$ cat config.mk
export PLATFORM = sky130hd
export DESIGN_NAME = rco_refout
export DESIGN_NICKNAME = d
export VERILOG_FILES = /design/src/shared/rco_pkg.sv /design/src/verilog/rco_edge_tick.sv /design/src/verilog/rco_refout.sv
export VERILOG_INCLUDE_DIRS = /design/src /design/src/shared
export SDC_FILE = /design/constraint.sdc
export NUM_CORES = 1
export LEC_CHECK = 0
export BUFFER_PORTS_ARGS = -buffer_cell sky130_fd_sc_hd__buf_2
export CAP_MARGIN = 25
export CORE_ASPECT_RATIO = 1.5
export CORE_UTILIZATION = 30
export CTS_BUF_LIST = sky130_fd_sc_hd__clkbuf_4 sky130_fd_sc_hd__clkbuf_8
export CTS_CLUSTER_SIZE = 28
export DETAILED_ROUTE_END_ITERATION = 12
export GPL_TIMING_DRIVEN = 0
export PLACE_DENSITY = 0.57
export SLEW_MARGIN = 20
export SYNTH_ARGS = -nofsm -noshare
export SYNTH_HDL_FRONTEND = slang
export SYNTH_SLANG_ARGS = --single-unit
$ cat constraint.sdc
create_clock -name clk -period 5.78 [get_ports clk]
set_input_delay 1.734 -clock clk [delete_from_list [all_inputs] [get_ports clk]]
set_output_delay 1.734 -clock clk [all_outputs]
set_load 0.02 [all_outputs]
$ cat src/shared/rco_defs.svh
// register offsets, field positions, reset values and sizes for the reference clock output
`ifndef RCO_DEFS_SVH
`define RCO_DEFS_SVH

// ------------------------------------------------------------
// register map
// ------------------------------------------------------------
`define RCO_ADDR_W 4
`define RCO_DATA_W 8
`define RCO_ADDR_CONTROL 4'h0
`define RCO_ADDR_SOURCE 4'h1
`define RCO_ADDR_STATUS 4'h2

// ------------------------------------------------------------
// control, source and status register fields
// ------------------------------------------------------------
`define RCO_CTL_EN_BIT 7
`define RCO_CTL_DUTY_HI 4
`define RCO_CTL_DUTY_LO 3
`define RCO_CTL_DIV_HI 2
`define RCO_CTL_DIV_LO 0
`define RCO_SRC_HI 1
`define RCO_SRC_LO 0
`define RCO_STAT_PIN_BIT 0
`define RCO_STAT_RUN_BIT 1

// ------------------------------------------------------------
// reset values and codes
// ------------------------------------------------------------
`define RCO_DUTY_RESET 2'h2
`define RCO_DUTY_OFF 2'h0
`define RCO_DUTY_HALF 2'h2
`define RCO_DIV_RESET 3'h0
`define RCO_DIV_UNDIVIDED 3'h0
`define RCO_DIV_BY2 3'h1
`define RCO_SRC_RESET 2'h0
`define RCO_SRC_SYSTEM 2'h0
`define RCO_CNT_W 8
`define RCO_CNT_FULL 8'hFF
`define RCO_CNT_ONE 8'h01
`define RCO_DIV_MAX 3'h7

`endif

$ cat src/shared/rco_pkg.sv
// types shared by the reference clock output design
package rco_pkg;

   typedef struct packed {
      logic enable;
      logic [1:0] duty;
      logic [2:0] div;
   } rco_ctrl_type;

   typedef struct packed {
      logic [3:0] addr;
      logic [7:0] wdata;
      logic wr;
      logic rd;
   } rco_bus_req_type;

   typedef enum logic [1:0] {
      RCO_OFF,
      RCO_WAIT,
      RCO_RUN
   } rco_state_type;

endpackage

$ cat src/verilog/rco_edge_tick.sv
// synchroniser and both-edge detector for one external clock source
`timescale 1ns/1ns
`include "rco_defs.svh"
module rco_edge_tick (
   // clock and reset
   input wire logic clk,
   input wire logic rst_n,
   // asynchronous source level
   input wire logic src_async,
   // synchronised level and edge pulse
   output logic src_level,
   output logic src_edge
);
   logic meta_reg, meta_next;
   logic sync_reg, sync_next;
   logic last_reg, last_next;

   always_comb begin
      meta_next = src_async;
      sync_next = meta_reg;
      last_next = sync_reg;
   end

   always_ff @(posedge clk) begin
      if (!rst_n) begin
         meta_reg <= 1'b0;
         sync_reg <= 1'b0;
         last_reg <= 1'b0;
      end else begin
         meta_reg <= meta_next;
         sync_reg <= sync_next;
         last_reg <= last_next;
      end
   end

   // each edge of the source is one half period of the base clock
   assign src_level = sync_reg;
   assign src_edge = sync_reg ^ last_reg;
endmodule // rco_edge_tick

$ cat src/verilog/rco_refout.sv
// reference clock output: source select, power-of-two divider, duty shaping
`timescale 1ns/1ns
`include "rco_defs.svh"

// What this block does
// - A source-select setting picks the clock that feeds the divider.
// - Setting the enable starts the output with a full first pulse and no runt.
// - Clearing the enable drives the output low at once, mid-period or not.
// - A three-bit divider field divides the base clock by 1, 2, 4, 8, 16, 32, 64 or 128.
// - A two-bit duty field makes the high time 0%, 25%, 50% or 75% of every divided period.
// - With ratio 1 the duty field is ignored and the output follows the base clock.
// - Reset loads the duty field with its upper bit set, so the default duty is 50%.
// - The divider may change while enabled and may glitch; software should change it disabled.
// - The duty may change while enabled and may glitch; software should change it disabled.
// - While the device sleeps the output holds the level it had on entry.
module rco_refout
   import rco_pkg::*;
#(
   parameter int NUM_EXT = 3
) (
   // clock and reset
   input wire logic clk,
   input wire logic rst_n,
   // register port
   input wire logic [`RCO_ADDR_W-1:0] addr,
   input wire logic [`RCO_DATA_W-1:0] wdata,
   input wire logic wr,
   input wire logic rd,
   output logic [`RCO_DATA_W-1:0] rdata,
   // external clock sources and power state
   input wire logic [NUM_EXT-1:0] ext_clk,
   input wire logic sleep,
   // reference clock pin
   output logic reference_clock_pin
);

   // ------------------------------------------------------------
   // source selection
   // ------------------------------------------------------------
   logic [NUM_EXT-1:0] ext_edge;
   logic [NUM_EXT:0] tick_vec;
   logic tick;

   genvar gi;
   generate
      for (gi = 0; gi < NUM_EXT; gi++) begin : g_src
         rco_edge_tick u_tick (
            .clk(clk),
            .rst_n(rst_n),
            .src_async(ext_clk[gi]),
            .src_level(),
            .src_edge(ext_edge[gi])
         );
      end
   endgenerate

   // the system clock base toggles every cycle, so it ticks every cycle
   assign tick_vec = {ext_edge, 1'b1};

   // ------------------------------------------------------------
   // registers
   // ------------------------------------------------------------
   rco_ctrl_type ctrl_reg, ctrl_next;
   logic [1:0] refout_source_sel_reg, refout_source_sel_next;
   logic [`RCO_DATA_W-1:0] rdata_reg, rdata_next;
   rco_state_type state_reg, state_next;
   logic [`RCO_CNT_W-1:0] cnt_reg, cnt_next;
   logic pin_reg, pin_next;

   logic [`RCO_CNT_W-1:0] period_mask;
   logic [`RCO_CNT_W-1:0] high_ticks;
   logic [`RCO_CNT_W-1:0] cnt_step;

   // out-of-range source codes fall back to no ticks rather than wrapping
   assign tick = (refout_source_sel_reg <= 2'(NUM_EXT)) ?
                 tick_vec[refout_source_sel_reg] : 1'b0;

   always_comb begin
      ctrl_next = ctrl_reg;
      refout_source_sel_next = refout_source_sel_reg;
      rdata_next = '0;
      if (wr) begin
         case (addr)
            `RCO_ADDR_CONTROL: begin
               // divider and duty are taken as written even while running
               ctrl_next.enable = wdata[`RCO_CTL_EN_BIT];
               ctrl_next.duty = wdata[`RCO_CTL_DUTY_HI:`RCO_CTL_DUTY_LO];
               ctrl_next.div = wdata[`RCO_CTL_DIV_HI:`RCO_CTL_DIV_LO];
            end
            `RCO_ADDR_SOURCE: begin
               refout_source_sel_next = wdata[`RCO_SRC_HI:`RCO_SRC_LO];
            end
            default: begin
            end
         endcase
      end
      if (rd) begin
         case (addr)
            `RCO_ADDR_CONTROL: begin
               rdata_next[`RCO_CTL_EN_BIT] = ctrl_reg.enable;
               rdata_next[`RCO_CTL_DUTY_HI:`RCO_CTL_DUTY_LO] = ctrl_reg.duty;
               rdata_next[`RCO_CTL_DIV_HI:`RCO_CTL_DIV_LO] = ctrl_reg.div;
            end
            `RCO_ADDR_SOURCE: begin
               rdata_next[`RCO_SRC_HI:`RCO_SRC_LO] = refout_source_sel_reg;
            end
            `RCO_ADDR_STATUS: begin
               rdata_next[`RCO_STAT_PIN_BIT] = pin_reg;
               rdata_next[`RCO_STAT_RUN_BIT] = (state_reg == RCO_RUN);
            end
            default: begin
               rdata_next = '0;
            end
         endcase
      end
   end

   always_ff @(posedge clk) begin
      if (!rst_n) begin
         ctrl_reg.enable <= 1'b0;
         ctrl_reg.duty <= `RCO_DUTY_RESET;
         ctrl_reg.div <= `RCO_DIV_RESET;
         refout_source_sel_reg <= `RCO_SRC_RESET;
         rdata_reg <= '0;
      end else begin
         ctrl_reg <= ctrl_next;
         refout_source_sel_reg <= refout_source_sel_next;
         rdata_reg <= rdata_next;
      end
   end

   assign rdata = rdata_reg;

   // ------------------------------------------------------------
   // divider and duty shaping
   // ------------------------------------------------------------
   // a divided period of 2^n base periods spans 2^(n+1) ticks
   assign period_mask = `RCO_CNT_FULL >> (`RCO_DIV_MAX - ctrl_reg.div);
   // high time is duty quarters of the period; code 0 gives none
   assign high_ticks = (ctrl_reg.div == `RCO_DIV_UNDIVIDED) ? '0 :
                       (`RCO_CNT_W'(ctrl_reg.duty) << (ctrl_reg.div - 3'h1));
   assign cnt_step = (cnt_reg == period_mask) ? '0 : cnt_reg + `RCO_CNT_ONE;

   always_comb begin
      state_next = state_reg;
      cnt_next = cnt_reg;
      pin_next = pin_reg;
      if (sleep) begin
         // system clock is gone in sleep; everything holds
         state_next = state_reg;
      end else if (!ctrl_reg.enable) begin
         state_next = RCO_OFF;
         cnt_next = '0;
         pin_next = 1'b0;
      end else begin
         case (state_reg)
            RCO_OFF: begin
               state_next = RCO_WAIT;
               cnt_next = '0;
               pin_next = 1'b0;
            end
            RCO_WAIT: begin
               // start on a base edge so the first pulse is full width
               if (tick) begin
                  state_next = RCO_RUN;
                  cnt_next = '0;
                  pin_next = (ctrl_reg.div == `RCO_DIV_UNDIVIDED) ? 1'b1 :
                             (high_ticks != '0);
               end
            end
            RCO_RUN: begin
               if (tick) begin
                  cnt_next = cnt_step;
                  if (ctrl_reg.div == `RCO_DIV_UNDIVIDED) begin
                     pin_next = ~pin_reg;
                  end else begin
                     pin_next = (cnt_step < high_ticks);
                  end
               end
            end
            default: begin
               state_next = RCO_OFF;
               cnt_next = '0;
               pin_next = 1'b0;
            end
         endcase
      end
   end

   always_ff @(posedge clk) begin
      if (!rst_n) begin
         state_reg <= RCO_OFF;
         cnt_reg <= '0;
         pin_reg <= 1'b0;
      end else begin
         state_reg <= state_next;
         cnt_reg <= cnt_next;
         pin_reg <= pin_next;
      end
   end

   assign reference_clock_pin = pin_reg;
endmodule // rco_refout

=== Word level (Yosys, flattened, before mapping) ===
Cells that the tools add are included.

* Input port bits: 20
* Bits in registers: 36
* Output and inout bits: 9

* Multiplexer cells: 19
* Shifts and indexed selects: 2
* Equality and inequality tests: 8
* Magnitude comparators: 3
* Reduce and logical (&&, ||, !) cells: 10
* Add/subtract/negate cells: 3
* Bitwise operators: 5

{| class="wikitable"
|+ Operators by type and width
! kind !! count
|-
| two-way mux 8 bit || 5
|-
| one-hot mux 8 bit (2 select lines) || 1
|-
| one-hot mux 2 bit (3 select lines) || 2
|-
| AND reduction 3 bit || 3
|-
| adder 8 x 1 -> 8 bit, second input constant || 1
|-
| equality test 8 bit || 1
|-
| less-than comparator 8 bit || 1
|-
| nonzero test 8 bit || 1
|-
| left shift 2 x 3 -> 8 bit || 1
|-
| right shift 8 x 3 -> 8 bit, first input constant || 1
|-
| two-way mux 1 bit || 7
|-
| != test 3 bit, second input constant || 2
|-
| AND reduction 2 bit || 3
|-
| equality test 4 x 1 -> 1 bit, second input constant || 1
|-
| equality test 4 x 2 -> 1 bit, second input constant || 1
|-
| zero test 4 bit || 1
|-
| two-way mux 2 bit || 2
|-
| zero test 3 bit || 1
|-
| less-than comparator 2 x 3 -> 1 bit, second input constant || 1
|-
| subtractor 3 x 1 -> 3 bit, second input constant || 1
|-
| subtractor 3 bit, first input constant || 1
|-
| XOR 1 bit || 3
|-
| binary-select mux 1 bit (select 2 bit) || 1
|-
| equality test 2 x 1 -> 1 bit, second input constant || 1
|-
| other kinds (6) || 7
|}

=== Depth between registers and ports, before layout ===
* Word-level depth: 9
* Mapped depth: 16
* Mapped depth without buffers: 15

=== Cells and area by module ===
Synthesis repeated with hierarchy kept, for this count alone.

* Cells, all modules: 245
* Area, all modules: 2108.3 um^2

{| class="wikitable"
|+ Modules (own cells, without submodules)
! module !! cells an instance !! seq. area each (um^2) !! area an instance (um^2) !! instances
|-
| rco_refout || 224 || 500.5 || 1841.8 || 1
|-
| rco_edge_tick || 7 || 60.1 || 88.8 || 3
|}

=== Worst setup path after synthesis ===
No wires, ideal clock.

* Path type: input port to flip-flop
* Start: input rst_n
* End: register cnt_reg[2]
* Slack: 2.967 ns
* Stages on the path: 5
* Library setup time: 0.059 ns
* Data arrival time: 2.754 ns
* Cells stage by stage: inv_1 nor3_1 nand3_1 a2111oi_1 a221o_1

{| class="wikitable"
|+ RTL lines
! item !! RTL line !! text
|-
| from (decl) || rco_refout.sv:23 || <nowiki>input wire logic rst_n,</nowiki>
|-
| to (signal assigned) || rco_refout.sv:197 || <nowiki>cnt_reg <= cnt_next;</nowiki>
|-
| to (decl) || rco_refout.sv:67 || <nowiki>logic [`RCO_CNT_W-1:0] cnt_reg, cnt_next;</nowiki>
|}

=== Worst setup path in the final report ===
* Start: register ctrl_reg[1] (netlist name)
* End: register pin_reg, in the netlist reference_clock_pin

* Word-level cells in the longest chain between the ends: 9

{| class="wikitable"
|+ Ends and longest elaborated chain
! item !! RTL line !! text
|-
| from (decl) || rco_refout.sv:63 || <nowiki>rco_ctrl_type ctrl_reg, ctrl_next;</nowiki>
|-
| from (signal assigned) || rco_refout.sv:126 || <nowiki>ctrl_reg <= ctrl_next;</nowiki>
|-
| subtractor 3 bit (no line) || n/a ||
|-
| right shift 8 x 3 -> 8 bit (no line) || n/a ||
|-
| equality test 8 bit || rco_refout.sv:142 || <nowiki>assign cnt_step = (cnt_reg == period_mask) ? '0 : cnt_reg + `RCO_CNT_ONE;</nowiki>
|-
| two-way mux 8 bit (no line) || n/a ||
|-
| less-than comparator 8 bit || rco_refout.sv:177 || <nowiki>pin_next = (cnt_step < high_ticks);</nowiki>
|-
| two-way mux 1 bit || rco_refout.sv:174 || <nowiki>if (ctrl_reg.div == `RCO_DIV_UNDIVIDED) begin</nowiki>
|-
| two-way mux 1 bit || rco_refout.sv:172 || <nowiki>if (tick) begin</nowiki>
|-
| one-hot mux 1 bit (2 select lines) * || rco_refout.sv:156 || <nowiki>case (state_reg)</nowiki>
|-
| two-way mux 1 bit * || rco_refout.sv:151 || <nowiki>end else if (!ctrl_reg.enable) begin</nowiki>
|-
| to (signal assigned) || rco_refout.sv:198 || <nowiki>pin_reg <= pin_next;</nowiki>
|-
| to (decl) || rco_refout.sv:68 || <nowiki>logic pin_reg, pin_next;</nowiki>
|}

Every way passes the cells marked *; elsewhere a longest branch is shown, timed or not. The select of a mux whose other input is x is not followed.
A chain may end at the register's enable or synchronous reset.

==> results.toml <==
[yosys]
yosysMostFrequentCell = "dfxtp_1"
synth_cell_types = 52
yosys_warnings = 0
synthFlopType = "dfxtp_1"
synth_edf_count = 0
yosysSeqAreaShare_pct = 32.21
synth_area_um2 = 2113
synthCells = 243
synth_area_per_cell_um2 = 8.697
synth_top_area_share_pct = 32.21
async_flop_share_pct = 0
ys_seq_elements = 34
yosysTopAreaCell = "dfxtp_1"
netlist_top_cells_count = "dfxtp_1, nor2_1, ha_1, and2_1"
ys_top_cells_by_area = "dfxtp_1, ha_1, mux2i_1"

[worst_setup_path]
crit_type = "reg2reg"
cp_common_cell = "ha_1"
max_stage_delay_ns = 0.48
critPathRequiredTime_ns = 5.99
crit_fanout = 9
crit_chain = "inv_1 > ha_1 > inv_1 > ha_1 > xnor2_1 > nand3_1 > nor4_4 > and2_1 > buf_6 > nor2_1 > ha_1 > a21oi_1 > nor2b_1 > o21ai_0 > o311ai_1 > a32oi_1"
end_kind = "flip-flop"
start_kind = "flip-flop"
cp_slowest_cell = "dfxtp_1"
arrival_ns = 3.36

[cells_and_area]
nFillCells = 700
diodes = 0
fin_cells = 352
seqCellArea_um2 = 680.7
multi_input_area_um2 = 1316
area_growth_pct = 16.52
fin_nets = 310
largest_reg_flops = 8
drive_above_1_share_pct = 16.42

[clock_network]
cts_root_buffer = "clkbuf_8"
numCtsBuffers = 5
insertion_delay_ns = 0.29
clk_pin_slew_ns = 0.08
htree_num_levels = 2
cts_tree = "built"
cts_num_sinks = 34
clk_path_buf_depth = 2
post_cts_resized = 0
post_cts_buffers = 0
hold_buffers = 0

[detailed_routing]
avgRoutedWirePerCell_um = 13.23
drc = 4
wirelength_mm = 4.657
via_count = 1776
ant_nets = 0
drtIter0Drc = 88
via_per_inst = 5.045
dr.pass1.iters = 8

[pwr]
total_power_uw = 536.8
p_leak_uw = 0.001064
power.density_nw_per_um2 = 218.0
vdd_drop_max_mv = 0.1109

[die]
dieArea_um2 = 7391
core_area_um2 = 6852
start_util_pct = 30.84
die_y_um = 104.8
die_w_um = 70.53
rows = 37
ios = 29

[timing]
fin_crit_sh_pct = 54.49
timing.slew.headroom_pct = 63.90
rsz0062_at_grt = "no"
whs_ns = 0.4402
fin_skew_ns = 0.009340
finalMaxSlewViolations = 0
setup_ws_ns = 2.630
tightest_slew_ns = 0.5414
max_freq_mhz = 317.5
finalCriticalPeriod_ns = 3.150
setup_tns_ns = 0
finalSetupViolations = 0
hold_viol = 0

[grt]
grt_start_max_net_pins = 13
antenna_found_initial = 0
track_usage_pct = 13.84
use_met1_pct = 14.95
busiest_layer = "met2"
grt_pass1_vias = 1777
grt_pass1_wl_mm = 8.100
grt_remaining_overflow = 0
use_met3_pct = 2.893
grtUsageMet2_pct = 25.38

[place]
io_buffers = 22
gp_routability_congestion = 0.7787
dp_slack_ns = 2.462
dp.cells = 344
hpwl_mm = 3.591

[run_status]
status = "finished with violations"
violations = "design-rule violations"

[flow_run]
maxCapViolCount = 0

[min_path]
hold_class = "reg2reg"
## per-stage QoR
stage | utilization [%] | instance area (um^2)
3_3_place_gp | 33.93 | 2325
6_report | 35.94 | 2462
5_1_grt | 35.94 | 2462
4_1_cts | 35.94 | 2462
2_1_floorplan | - | 2117
3_5_place_dp | 33.93 | 2325
## metal layers
layer  vias to the layer above  routed length (um)
li1                        925                   -
met1                       808                1959
met2                        34                2453
met3                         9                 145
met4                         0                  99
met5                         -                   0
## where the power goes
part           leakage [uW]  internal, uW  switching (uW)  total (uW)
Sequential         0.000276           237            1.90         239
Clock             0.0000683           173            96.4         269
Combinational      0.000720          12.0            16.2        28.2
Total               0.00106           422             115         537
## path summary, 6_finish.rpt
check	to	cells after the start	slack, ns	from
worst max-delay path	reference_clock_pin$_SDFFE_PN0P_	16	2.63	ctrl_reg[1]$_SDFFE_PN0P_
worst min-delay path	g_src[1].u_tick.src_level$_SDFF_PN0_	1	0.44	g_src[1].u_tick.meta_reg$_SDFF_PN0_
worst max register to register	reference_clock_pin$_SDFFE_PN0P_	16	2.63	ctrl_reg[1]$_SDFFE_PN0P_
worst min register to register	g_src[1].u_tick.src_level$_SDFF_PN0_	1	0.44	g_src[1].u_tick.meta_reg$_SDFF_PN0_
## area by class of cell
| type | instances | share of cell area (%) |
|---|---|---|
| inverter | 10 | 1.524 |
| clock inverter | 3 | 2.795 |
| timing repair buffer | 22 | 4.472 |
| tap | 78 | 3.963 |
| clock buffer | 5 | 2.795 |
| multi-input combinational | 185 | 53.46 |
| sequential | 34 | 27.64 |
| buffer | 15 | 3.354 |
## critical path, delay by kind of cell, from the launching register on
kind                     cells  cell delay, ns
adder cells (fa/ha/maj)      3            0.68
flip-flops                   1            0.48
XOR/XNOR                     1            0.12
AO/OA/AOI/OAI                4            0.68
buffers and inverters        3            0.30
AND/OR/NAND/NOR              5            0.80
## kinds of logic after synthesis
logic type               count (synthesis)  share of synthesized area, %
AND/OR/NAND/NOR                         97                         25.10
AO/OA/AOI/OAI                           47                         16.99
flip-flops                              34                         32.21
buffers and inverters                   25                         5.684
adder cells (fa/ha/maj)                 17                         10.06
XOR/XNOR                                11                         4.559
multiplexers                            11                         5.210
other                                    1                        0.1774
## layout by cell type, fill, tap and decap left out, drive strengths merged, types with 10 or more instances in the layout
cell	n
dfxtp	34
buf	29
nor2	28
ha	17
and2	15
clkbuf	13
nand2	11
mux2i	11
nand3	10
inv	10
(Power assumes the default switching activity.)
